===== src/rtl/rif_map.svh =====
// register map and field positions of the reader interrupt flag block
// assumes an 8-bit register port with byte addresses
`ifndef RIF_MAP_SVH
`define RIF_MAP_SVH
`define RIF_ADDR_W          8
`define RIF_OFS_FLAGS0      8'h06
`define RIF_OFS_FLAGS1      8'h07
`define RIF_OFS_ENABLE0     8'h08
`define RIF_OFS_ENABLE1     8'h09
`define RIF_RST_FLAGS0      7'h00
`define RIF_RST_FLAGS1      6'h00
`define RIF_RST_ENABLE0     8'h00
`define RIF_RST_ENABLE1     8'h00
`define RIF_BIT_SETSEL      7
`define RIF_BIT_INVERT      7
`define RIF_BIT_PUSHPULL    7
`define RIF_BIT_PINGATE     6
`define RIF_BIT_GLOBAL      6
`define RIF_BIT_HIGH        6
`define RIF_BIT_LOW         5
`define RIF_BIT_DONE        4
`define RIF_BIT_TX          3
`define RIF_BIT_RX          2
`define RIF_BIT_ERR         1
`define RIF_BIT_SOF         0
`define RIF_CMD_IDLE        4'h0
`endif


===== src/rtl/rif_pkg.sv =====
// types shared by the reader interrupt flag block
package rif_pkg;
   // one-cycle event strobes and the two fifo levels from the sources of group 0
   typedef struct packed {
      logic       fifo_high_level_status;  // level, flag latches on rise
      logic       fifo_low_level_status;   // level, flag latches on rise
      logic       cmd_self_end;            // command ended by itself
      logic       cmd_unknown;             // unknown command code started
      logic       transmit_done;           // last bit sent
      logic       receive_done;            // end of stream seen
      logic       fifo_write_fault;        // error sources
      logic       fifo_overflow_fault;
      logic       protocol_fault;
      logic       empty_send_fault;
      logic       integrity_fault;
      logic       frame_start;             // start of frame detected
      logic       subcarrier;              // subcarrier detected
   } rif_src0_t;
   // strobes of group 1
   typedef struct packed {
      logic       card_detect;             // card found by low power sequence
      logic [4:0] timer_underflow;         // timer 4 down to 0
   } rif_src1_t;
   // register port request
   typedef struct packed {
      logic [7:0] addr;
      logic [7:0] wdata;
      logic       wr;
      logic       rd;
   } rif_req_t;
endpackage : rif_pkg


===== src/rtl/reader_irq_flags.sv =====
// reader interrupt flag logic: two flag groups, enables and the request pin
// assumes sources on clk give single-cycle strobes; fifo levels are plain levels
// Functional notes
// - group0 write: bit7 sets or clears ones
// - group1 write: bit7 applied to bits 5..0
// - latch high watermark event on status rise
// - latch low watermark event on status rise
// - self-ended command sets command done event, unless a host idle start comes in the same cycle
// - unknown command returns idle, sets event unless a host idle start comes in the same cycle
// - host idle command leaves event alone
// - transmit done sets bit 3
// - receive done sets bit 2 always
// - any listed fault sets error event
// - frame start or subcarrier sets bit 0
// - enabled set flag sets combined request
// - card detect sets bit 5
// - timer underflows set bits 4..0
// - group0 enable bit7 inverts the pin level
// - group0 enables gate group0 flags
// - group0 flags zero after reset
// - pin follows the request only with pin gate; gate closed, it holds the invert level
// - group1 enables gate timer and card flags
//
// Decided for this implementation: the address-and-strobe port.
`include "rif_map.svh"
`timescale 1ns/10ps
`default_nettype none
module reader_irq_flags
   import rif_pkg::*;
(
   // clock and reset
   input  wire logic       clk,
   input  wire logic       resetn,
   // register port
   input  wire rif_req_t   req,
   output logic [7:0]      rdata,
   // event sources
   input  wire rif_src0_t  src0,
   input  wire rif_src1_t  src1,
   // host command start
   input  wire logic       cmd_start,
   input  wire logic [3:0] cmd_code,
   // command field back to idle on unknown code
   output logic            cmd_force_idle,
   // request pin, three signals
   output logic            irq_pin_o,
   output logic            irq_pin_oe,
   output logic            combined_request
);
   // flag state
   logic [6:0] flags0_q,  flags0_d;    // group0 flags
   logic [5:0] flags1_q,  flags1_d;    // group1 flags (bits 5..0)
   logic       glob_q,    glob_d;      // combined request flag
   // enable state
   logic [7:0] en0_q,     en0_d;       // group0 enable register
   logic [7:0] en1_q,     en1_d;       // group1 enable register
   // edge detect state
   logic       hi_prev_q, hi_prev_d;   // previous fifo high level
   logic       lo_prev_q, lo_prev_d;   // previous fifo low level
   // port answer and command pulse
   logic [7:0] rdata_q,   rdata_d;     // read data, one cycle later
   logic       force_q,   force_d;     // idle return pulse
   // decoded strobes
   logic [6:0] ev0;                    // group0 event set strobes
   logic [5:0] ev1;                    // group1 event set strobes
   logic       any_en;                 // some enabled flag is set
   logic       w_flags0;               // write to group0 flags
   logic       w_flags1;               // write to group1 flags
   logic       w_en0;                  // write to group0 enables
   logic       w_en1;                  // write to group1 enables
   logic [6:0] set1_full;              // group1 result before trimming

   // set/clear convention; hardware set applied after so a set wins
   function automatic logic [6:0] setclr(input logic [6:0] cur, input logic [6:0] mask,
                                         input logic sel, input logic [6:0] ev);
      logic [6:0] r;
      r = sel ? (cur | mask) : (cur & ~mask);
      setclr = r | ev;
   endfunction : setclr

   // write strobe aimed at one register; used once per writable register
   function automatic logic wr_hit(input rif_req_t r, input logic [7:0] ofs);
      wr_hit = r.wr && (r.addr == ofs);
   endfunction : wr_hit

   // unknown code is detected by the command decoder and strobed in
   wire logic host_idle = cmd_start && (cmd_code == `RIF_CMD_IDLE);

   // gather event strobes
   always_comb begin
      ev0 = '0;
      ev0[`RIF_BIT_HIGH] = src0.fifo_high_level_status & ~hi_prev_q;
      ev0[`RIF_BIT_LOW]  = src0.fifo_low_level_status & ~lo_prev_q;
      // host idle start sets nothing and also blocks a self end or unknown command in the same cycle
      ev0[`RIF_BIT_DONE] = (src0.cmd_self_end | src0.cmd_unknown) & ~host_idle;
      ev0[`RIF_BIT_TX]   = src0.transmit_done;
      ev0[`RIF_BIT_RX]   = src0.receive_done;
      ev0[`RIF_BIT_ERR]  = src0.fifo_write_fault | src0.fifo_overflow_fault |
                           src0.protocol_fault | src0.empty_send_fault |
                           src0.integrity_fault;
      ev0[`RIF_BIT_SOF]  = src0.frame_start | src0.subcarrier;
      ev1 = {src1.card_detect, src1.timer_underflow};
   end

   // gated OR over both groups, live from the flags
   assign any_en = |(flags0_q & en0_q[6:0]) | |(flags1_q & en1_q[5:0]);

   // register port decode; the port never waits, so one decode serves all
   always_comb begin
      w_flags0 = wr_hit(req, `RIF_OFS_FLAGS0);
      w_flags1 = wr_hit(req, `RIF_OFS_FLAGS1);
      w_en0    = wr_hit(req, `RIF_OFS_ENABLE0);
      w_en1    = wr_hit(req, `RIF_OFS_ENABLE1);
   end

   // group0 next value: software set/clear, then hardware events on top
   always_comb begin
      flags0_d = setclr(flags0_q, w_flags0 ? req.wdata[6:0] : 7'h00,
                        req.wdata[`RIF_BIT_SETSEL], ev0);
   end

   // group0 flags; reset leaves every flag clear
   always_ff @(posedge clk or negedge resetn) begin
      if (!resetn) begin
         flags0_q <= `RIF_RST_FLAGS0;
      end else begin
         flags0_q <= flags0_d;
      end
   end

   // group1 next value; bit 6 is not stored here, so writing it does nothing
   always_comb begin
      set1_full = setclr({1'b0, flags1_q}, w_flags1 ? {1'b0, req.wdata[5:0]} : 7'h00,
                         req.wdata[`RIF_BIT_SETSEL], {1'b0, ev1});
      flags1_d  = set1_full[5:0];
   end

   // group1 flags
   always_ff @(posedge clk or negedge resetn) begin
      if (!resetn) begin
         flags1_q <= `RIF_RST_FLAGS1;
      end else begin
         flags1_q <= flags1_d;
      end
   end

   // combined request follows the gated flags; software cannot force it,
   // so it drops one cycle after the last enabled flag is cleared or gated off
   always_comb begin
      glob_d = any_en;
   end

   // combined request register, one cycle behind the gated flags
   always_ff @(posedge clk or negedge resetn) begin
      if (!resetn) begin
         glob_q <= 1'b0;
      end else begin
         glob_q <= glob_d;
      end
   end

   // enable registers take the whole written byte
   always_comb begin
      en0_d = w_en0 ? req.wdata : en0_q;
      en1_d = w_en1 ? req.wdata : en1_q;
   end

   // enable registers
   always_ff @(posedge clk or negedge resetn) begin
      if (!resetn) begin
         en0_q <= `RIF_RST_ENABLE0;
         en1_q <= `RIF_RST_ENABLE1;
      end else begin
         en0_q <= en0_d;
         en1_q <= en1_d;
      end
   end

   // level history for the watermark edge detectors
   always_comb begin
      hi_prev_d = src0.fifo_high_level_status;
      lo_prev_d = src0.fifo_low_level_status;
   end

   // level history; reset to the idle level low avoids a false edge
   always_ff @(posedge clk or negedge resetn) begin
      if (!resetn) begin
         hi_prev_q <= 1'b0;
         lo_prev_q <= 1'b0;
      end else begin
         hi_prev_q <= hi_prev_d;
         lo_prev_q <= lo_prev_d;
      end
   end

   // idle return pulse follows an unknown command by one cycle
   always_comb begin
      force_d = src0.cmd_unknown;
   end

   // idle return pulse register
   always_ff @(posedge clk or negedge resetn) begin
      if (!resetn) begin
         force_q <= 1'b0;
      end else begin
         force_q <= force_d;
      end
   end

   // read data; reads have no side effect on any flag
   always_comb begin
      rdata_d = 8'h00;
      if (req.rd) begin
         case (req.addr)
            `RIF_OFS_FLAGS0:  rdata_d = {1'b0, flags0_q};
            `RIF_OFS_FLAGS1:  rdata_d = {1'b0, glob_q, flags1_q};
            `RIF_OFS_ENABLE0: rdata_d = en0_q;
            `RIF_OFS_ENABLE1: rdata_d = en1_q;
            default:          rdata_d = 8'h00;                         // unmapped reads zero
         endcase
      end
   end

   // read data register; zero outside the answer cycle
   always_ff @(posedge clk or negedge resetn) begin
      if (!resetn) begin
         rdata_q <= 8'h00;
      end else begin
         rdata_q <= rdata_d;
      end
   end

   assign rdata          = rdata_q;
   assign cmd_force_idle = force_q;
   assign combined_request = glob_q;

   // pin: active-high request, inverted on demand; open drain drives only the low level
   wire logic pin_lvl = (glob_q & en1_q[`RIF_BIT_PINGATE]) ^ en0_q[`RIF_BIT_INVERT];
   assign irq_pin_o  = pin_lvl;
   assign irq_pin_oe = en1_q[`RIF_BIT_PUSHPULL] | ~pin_lvl;
endmodule : reader_irq_flags
`default_nettype wire


===== config.mk =====
export PLATFORM = sky130hd
export DESIGN_NAME = reader_irq_flags
export DESIGN_NICKNAME = d
export VERILOG_FILES = /design/src/rtl/rif_pkg.sv /design/src/rtl/reader_irq_flags.sv
export VERILOG_INCLUDE_DIRS = /design/src /design/src/rtl
export SDC_FILE = /design/constraint.sdc
export NUM_CORES = 1
export LEC_CHECK = 0
export BUFFER_PORTS_ARGS = -buffer_cell sky130_fd_sc_hd__buf_2
export CORE_MARGIN = 2
export CORE_UTILIZATION = 25
export CTS_CLUSTER_SIZE = 12
export DETAILED_ROUTE_END_ITERATION = 10
export GPL_TIMING_DRIVEN = 0
export PLACE_DENSITY_LB_ADDON = 0.25
export SYNTH_ARGS = -nofsm -noshare
export SYNTH_HDL_FRONTEND = slang
export SYNTH_SLANG_ARGS = --single-unit

===== constraint.sdc =====
create_clock -name clk -period 1.2 [get_ports clk]
set_input_delay 0.24 -clock clk [delete_from_list [all_inputs] [get_ports clk]]
set_output_delay 0.24 -clock clk [all_outputs]
set_load 0.1 [all_outputs]

==> metrics.log, run 1 <==
[metrics] number of vias after detailed routing: 1763
[metrics] antenna violations before repair: 0
[metrics] endpoints failing hold: 0
[metrics] drt pass-1 iters: 4
[metrics] initial DRC count: 107
[metrics] Clock Skews: 7.58 ps
[metrics] post-route clock period utilization: 125%
[metrics] violated checks: setup timing
[metrics] count of maximum capacitance violations: 0
[metrics] final worst slack: -297 ps
[metrics] global-route total usage across every layer: 14.6%
[metrics] nature of the critical path startpoint: input port
[metrics] pin count of the biggest net entering global routing: 42
[metrics] total number of H-tree levels: 2
[metrics] outcome: finished, violations left
[metrics] number of flops mapped to enable cells by yosys: 0
[metrics] Max Fclk: 668 MHz
[metrics] share of final-layout standard cells stronger than drive strength 1: 49.0%
[metrics] overall power consumption: 3.57 mW
[metrics] power density over cell area: 1140 nW/um^2
[metrics] nets in the synthesized netlist: 222
[metrics] Data arrival, critical path: 1680 ps
[metrics] area of the core: 8180 um^2
[metrics] CTS sink cnt: 41
[metrics] commonest non-fill, non-tap cell in the layout: sky130_fd_sc_hd__dfrtp_1
[metrics] minimum clock period after layout: 1500 ps
[metrics] Starting Density: 25.7%
[metrics] site row count: 33
[metrics] total die area: 9150 um^2
[metrics] number of port buffers: 52
[metrics] post-detailed-placement half-perimeter wirelength: 4.30 mm
[metrics] final net count: 294
[metrics] via count of the first global-routing pass: 1828
[metrics] root buffer cell: sky130_fd_sc_hd__clkbuf_8
[metrics] layout overhead on the synthesized area: 48.9%
[metrics] GRT Residual Overflow: 0
[metrics] post-synthesis instance area: 2100 um^2
[metrics] worst max-slew margin expressed relative to the limit: 37.1%
[metrics] Ant. Diodes: 0
[metrics] Mapped Avg Cell Area: 11.8 um^2
[metrics] critical path type: input port to register
[metrics] number of max-slew violations in the final report: 0
[metrics] CTS tree: yes
[metrics] average via count per standard cell: 4.95
[metrics] worst path required time: 1390 ps
[metrics] predominant post-synthesis flop cell: sky130_fd_sc_hd__dfrtp_1
[metrics] Yosys reg bits: 41
[metrics] Die Y-Extent: 95.6 um
[metrics] transition time at the pin with the least slew margin: 943 ps
[metrics] Max IR drop VDD: 0.430 mV
[metrics] global-route wire length before repair: 9.95 mm
[metrics] asr flop ratio synth: 100%
[metrics] commonest cells after routing, fill and taps aside: sky130_fd_sc_hd__dfrtp_1 (39), sky130_fd_sc_hd__buf_2 (38), sky130_fd_sc_hd__mux2i_1 (20), sky130_fd_sc_hd__buf_4 (18), sky130_fd_sc_hd__mux2_4 (16)
[metrics] Warnings, synthesis: 0
[metrics] io pins: 56
[metrics] DRC errors left: 0
[metrics] count of different cell masters after synthesis: 39
[metrics] WL per Instance: 17.7 um
[metrics] setup repair after global routing missed its margin: yes
[metrics] clock buffer count from CTS: 5
[metrics] number of antenna-violating nets in the routed design: 0
[metrics] maximum fanout along the worst path: 8
[metrics] Setup Viol. Count Final: 31
[metrics] share of the core filled with cells: 38.2%
[metrics] buffers from clock root to sink, at most: 2
[metrics] Total Wirelength: 6.30 mm
[metrics] clk_lat worst skew: 300 ps
[metrics] Die X: 95.6 um
[metrics] last weighted congestion value of the routability-driven placer: 0.831
[metrics] sequential element share of the synthesized area: 48.9%
[metrics] Clk pin slew, worst setup/hold paths: 90 ps
[metrics] synthesized instance count: 178
[metrics] LEAKAGE: 1.40 nW
[metrics] worst hold path type: input port to register
[metrics] Setup crit end kind: register
layout make-up:
cell class / count / area [um^2]
clock buffers: 5 / 68.8
plain buffers: 6 / 77.6
repair buffers: 68 / 504
well taps: 105 / 131
fillers: 827 / 5050
clock inverters: 3 / 68.8
multi-input cells: 127 / 1240
flip-flops and latches: 41 / 1030
inverters: 1 / 3.75
timing repair:
| action | 4_1_cts | 5_1_grt |
|---|---|---|
| buffers inserted | 11 | 5 |
| hold buffers | 0 | 0 |
| setup endpoints to repair | 44 | 42 |
| pin swaps | 8 | 6 |
| gates cloned | 1 | 0 |
| resized for setup | 42 | 16 |
Yosys cell counts (2+ instances only):
| master | instances | area share, % |
|---|---|---|
| sky130_fd_sc_hd__dfrtp_1 | 41 | 49 |
| sky130_fd_sc_hd__nor2b_1 | 2 | 0.60 |
| sky130_fd_sc_hd__o31ai_1 | 6 | 2.1 |
| sky130_fd_sc_hd__mux2_4 | 8 | 5.7 |
| sky130_fd_sc_hd__mux2_2 | 8 | 4.3 |
| sky130_fd_sc_hd__a21oi_1 | 2 | 0.48 |
| sky130_fd_sc_hd__nor3_1 | 9 | 2.1 |
| sky130_fd_sc_hd__buf_6 | 3 | 1.6 |
| sky130_fd_sc_hd__nand4b_1 | 5 | 2.1 |
| sky130_fd_sc_hd__nand3_1 | 2 | 0.48 |
| sky130_fd_sc_hd__mux2i_1 | 21 | 10 |
| sky130_fd_sc_hd__a41oi_1 | 5 | 2.1 |
| sky130_fd_sc_hd__and2_1 | 4 | 1.2 |
| sky130_fd_sc_hd__o22a_1 | 7 | 2.9 |
| sky130_fd_sc_hd__nor2_1 | 13 | 2.3 |
| sky130_fd_sc_hd__nand2b_1 | 2 | 0.60 |
| sky130_fd_sc_hd__clkbuf_1 | 3 | 0.54 |
| sky130_fd_sc_hd__buf_2 | 2 | 0.48 |
| sky130_fd_sc_hd__a22oi_1 | 3 | 1.1 |
| sky130_fd_sc_hd__nand4_1 | 4 | 1.2 |
| sky130_fd_sc_hd__nor4_1 | 2 | 0.60 |
| sky130_fd_sc_hd__nand2_1 | 9 | 1.6 |
registers in the layout, indices dropped and copies added, names as in the netlist:
register / count
cmd_force_idle: 1
combined_request: 1
en0_q: 8
en1_q: 8
flags0_q: 7
flags1_q: 6
hi_prev_q: 1
lo_prev_q: 1
rdata: 8
critical path, cell delays in order:
cell                     delay, ps
sky130_fd_sc_hd__buf_8          90
sky130_fd_sc_hd__or4_4         540
sky130_fd_sc_hd__or3_4         490
sky130_fd_sc_hd__mux2_4        320
cell families after synthesis:
| family | Yosys count | synth area share (%) |
|---|---|---|
| buffers and inverters | 10 | 2.98 |
| muxes | 37 | 20.0 |
| DFF | 41 | 48.9 |
| xor gates and xnor gates | 1 | 0.417 |
| AOI/OAI and AO/OA | 28 | 10.8 |
| and+or+nand+nor | 61 | 16.9 |
per-layer routing:
| metal | vias to the layer above | track usage [%] | routed length, um |
|---|---|---|---|
| li1 | 827 | - | - |
| met1 | 869 | 19.5 | 2860 |
| met2 | 61 | 24.4 | 3010 |
| met3 | 6 | 2.85 | 366 |
| met4 | 0 | 3.45 | 72 |
| met5 | - | 0 | 0 |
stage by stage:
step           setup TNS (ps)  hold WS, ps  cell area, um^2  setup WS (ps)  cells
2_1_floorplan          -11720        -55.6             2270           -754    178
3_3_place_gp           -19980          362             2660           -872    335
3_5_place_dp           -20240          364             2660           -872    335
4_1_cts                 -5560         50.2             3040           -313    355
5_1_grt                 -6770         55.9             3130           -337    356
6_report                -6200         56.3             3130           -297    356
path summary, 6_finish.rpt:
path	start	to	slack (ps)	depth (start not counted)
worst max register to register	combined_request$_DFF_PN0_	rdata[6]$_DFF_PN0_	-20	5
worst min register to register	flags0_q[3]$_DFF_PN0_	flags0_q[3]$_DFF_PN0_	540	2
max in group asynchronous	resetn	combined_request$_DFF_PN0_	430	1
worst max-delay path	req[16]	en0_q[1]$_DFFE_PN0P_	-300	4
min in group asynchronous	resetn	rdata[3]$_DFF_PN0_	80	1
worst min-delay path	src0[9]	cmd_force_idle$_DFF_PN0_	60	1
report_power, final:
group          switching, mW  internal [mW]
Sequential            0.0414           1.43
Clock                  0.537          0.838
Combinational          0.402          0.320
Total                  0.980           2.59
(Power assumes the default switching activity.)
==> run 2, diff against run 1 <==
GPL_TIMING_DRIVEN = not set   (was 0)
==> run 2 against run 1 <==
  * The flow still finishes with violations (setup timing)
  * First-iteration DRC count shrank 33%
  * Count of clock-buffer cells in the layout grew 2
  * Global-route usage grew 0.52 points
  * Clock skew shrank 4.8 ps
  * Largest power group unchanged
==> metrics.log, run 2 (same netlist as run 1, synthesis figures left out) <==
[metrics] outcome: finished, violations left
[metrics] violated checks: setup timing
[metrics] number of antenna-violating nets in the routed design: 0 (unchanged)
[metrics] setup repair after global routing missed its margin: yes
[metrics] Die Y-Extent: 95.6 um (unchanged)
[metrics] Total Wirelength: 6.24 mm (-1.0%)
[metrics] placed cell areas: 3040 um^2 (+14%)
[metrics] Worst Setup Slack post-DPL: -682 ps (+190 ps)
[metrics] global-route total usage across every layer: 15.1% (+0.52 points)
[metrics] CTS sink cnt: 41 (unchanged)
[metrics] total number of H-tree levels: 2 (unchanged)
[metrics] number of vias after detailed routing: 1785 (+1.2%)
[metrics] transition time at the pin with the least slew margin: 313 ps (-630 ps)
[metrics] worst setup path startpoint: req[16]
[metrics] drt pass-1 iters: 4 (unchanged)
[metrics] number of max-slew violations in the final report: 0 (unchanged)
[metrics] Setup Viol. Count Final: 30 (-3.2%)
[metrics] count of maximum capacitance violations: 0 (unchanged)
[metrics] WL per Instance: 16.6 um (-6.3%)
[metrics] GRT Residual Overflow: 0 (unchanged)
[metrics] capture point of the critical path: en1_q[7]$_DFFE_PN0P_
[metrics] final non-filler cell area: 3290 um^2 (+5.2%)
[metrics] maximum fanout along the worst path: 6 (-2)
[metrics] nature of the critical path startpoint: input port
[metrics] Max Fclk: 671 MHz (+0.50%)
[metrics] Max IR drop VDD: 0.419 mV (-2.5%)
[metrics] setup tns final: -6080 ps (+113 ps)
[metrics] total die area: 9150 um^2 (unchanged)
[metrics] last weighted congestion value of the routability-driven placer: 0.825 (-0.61%)
[metrics] average via count per standard cell: 4.75 (-4.1%)
[metrics] critical path type: input port to register
[metrics] via count of the first global-routing pass: 1885 (+3.1%)
[metrics] buffers from clock root to sink, at most: 2 (unchanged)
[metrics] clk_lat worst skew: 290 ps (about the same)
[metrics] minimum clock period after layout: 1490 ps (-7.45 ps)
[metrics] LEAKAGE: 1.48 nW (+5.8%)
[metrics] post-detailed-placement half-perimeter wirelength: 4.88 mm (+14%)
[metrics] pin count of the biggest net entering global routing: 18 (-57%)
[metrics] launch instance of the worst register-to-register path: flags0_q[1]$_DFF_PN0_
[metrics] Data arrival, critical path: 1670 ps (about the same)
[metrics] worst setup slack for register-to-register paths: 40 ps (+60 ps)
[metrics] endpoints failing hold: 0 (unchanged)
[metrics] Die X: 95.6 um (unchanged)
[metrics] Clock Skews: 2.82 ps (-4.76 ps)
[metrics] io pins: 56 (unchanged)
[metrics] final worst slack: -290 ps (+7.45 ps)
[metrics] reg-to-reg endpoint: combined_request$_DFF_PN0_
[metrics] commonest cells after routing, fill and taps aside: sky130_fd_sc_hd__buf_2 (41), sky130_fd_sc_hd__dfrtp_1 (40), sky130_fd_sc_hd__buf_4 (32), sky130_fd_sc_hd__mux2i_1 (21), sky130_fd_sc_hd__mux2_4 (16)
[metrics] worst path required time: 1380 ps (about the same)
[metrics] worst reg-to-reg path cell count: 3 (-2)
[metrics] worst max-slew margin expressed relative to the limit: 79.1% (+42 points)
[metrics] Ant. Diodes: 0 (unchanged)
[metrics] share of final-layout standard cells stronger than drive strength 1: 50.6% (+1.5 points)
[metrics] global-route wire length before repair: 10.1 mm (+1.7%)
[metrics] power density over cell area: 1030 nW/um^2 (-9.8%)
[metrics] number of port buffers: 55 (+5.8%)
[metrics] worst hold path type: input port to register
[metrics] clock buffer count from CTS: 5 (unchanged)
[metrics] final net count: 314 (+6.8%)
[metrics] CTS tree: yes
[metrics] post-route clock period utilization: 124% (-0.62 points)
[metrics] layout overhead on the synthesized area: 56.7%
[metrics] site row count: 33 (unchanged)
[metrics] Clk pin slew, worst setup/hold paths: 80 ps (about the same)
[metrics] area of the core: 8180 um^2 (unchanged)
[metrics] initial DRC count: 72 (-33%)
[metrics] commonest non-fill, non-tap cell in the layout: sky130_fd_sc_hd__buf_2
[metrics] Setup crit end kind: register
[metrics] root buffer cell: sky130_fd_sc_hd__clkbuf_8
[metrics] Starting Density: 25.7% (unchanged)
[metrics] antenna violations before repair: 0 (unchanged)
[metrics] DRC errors left: 0 (unchanged)
-- run 2: cell count changes in the layout (fill, tap and decap cells not counted), sizes merged --
cell,change
bufinv,-1
inv,-1
dlygate4sd3,+1
buf,+21
-- run 2: cell type report --
class / instances / area [um^2]
Clock buffer: 7 / 86.3
Clock inverter: 1 / 30.0
Fill cell: 808 / 4890
Inverter: 1 / 3.75
Multi-Input combinational cell: 127 / 1220
Sequential cell: 41 / 1030
Tap cell: 105 / 131
Timing Repair Buffer: 94 / 786
-- run 2: through the flow --
stage	instances	power (mW)	hold slack, ps	util, %
3_5_place_dp	366	2.20	108	37.1
2_1_floorplan	178	1.86	-55.6	-
3_3_place_gp	366	2.19	110	37.1
5_1_grt	376	3.54	51.7	40.2
6_report	376	3.39	60.8	40.2
4_1_cts	376	3.40	54.7	39.9
-- run 2: what timing repair did --
item | CTS | global route
buffers inserted | 1 | 2
hold endpoints to repair | 6 | 0
hold buffers | 1 | 0
gates resized for setup | 18 | 7
pin swaps | 6 | 4
setup endpoints to repair | 30 | 32
-- run 2: worst min path at each step --
stage / from / end / cells past startpoint
finish: src0[12] / hi_prev_q$_DFF_PN0_ / 1
global route: src0[12] / hi_prev_q$_DFF_PN0_ / 1
CTS: src0[12] / hi_prev_q$_DFF_PN0_ / 1
detailed placement: resetn / en1_q[6]$_DFFE_PN0P_ / 1
global placement: resetn / en1_q[6]$_DFFE_PN0P_ / 1
floorplan: resetn / cmd_force_idle$_DFF_PN0_ / 0
-- run 2: critical path: stages --
cell and delay, ps:
sky130_fd_sc_hd__buf_6 90, sky130_fd_sc_hd__or4_4 530, sky130_fd_sc_hd__buf_6 140, sky130_fd_sc_hd__nor3_4 190, sky130_fd_sc_hd__buf_6 170, sky130_fd_sc_hd__mux2_4 300
-- run 2: metal layers --
layer	up-vias	wire (um)	track usage, %
met5	-	0	0
met4	0	53	3.93
met3	5	278	2.92
met2	44	2980	23.9
met1	870	2930	21.2
li1	866	-	-
-- run 2: power by group --
part	internal (mW)	total (mW)	switching [mW]	leakage (nW)
Combinational	0.342	0.749	0.407	0.932
Clock	0.679	1.17	0.490	0.0585
Sequential	1.43	1.47	0.0396	0.492
Total	2.45	3.39	0.937	1.48
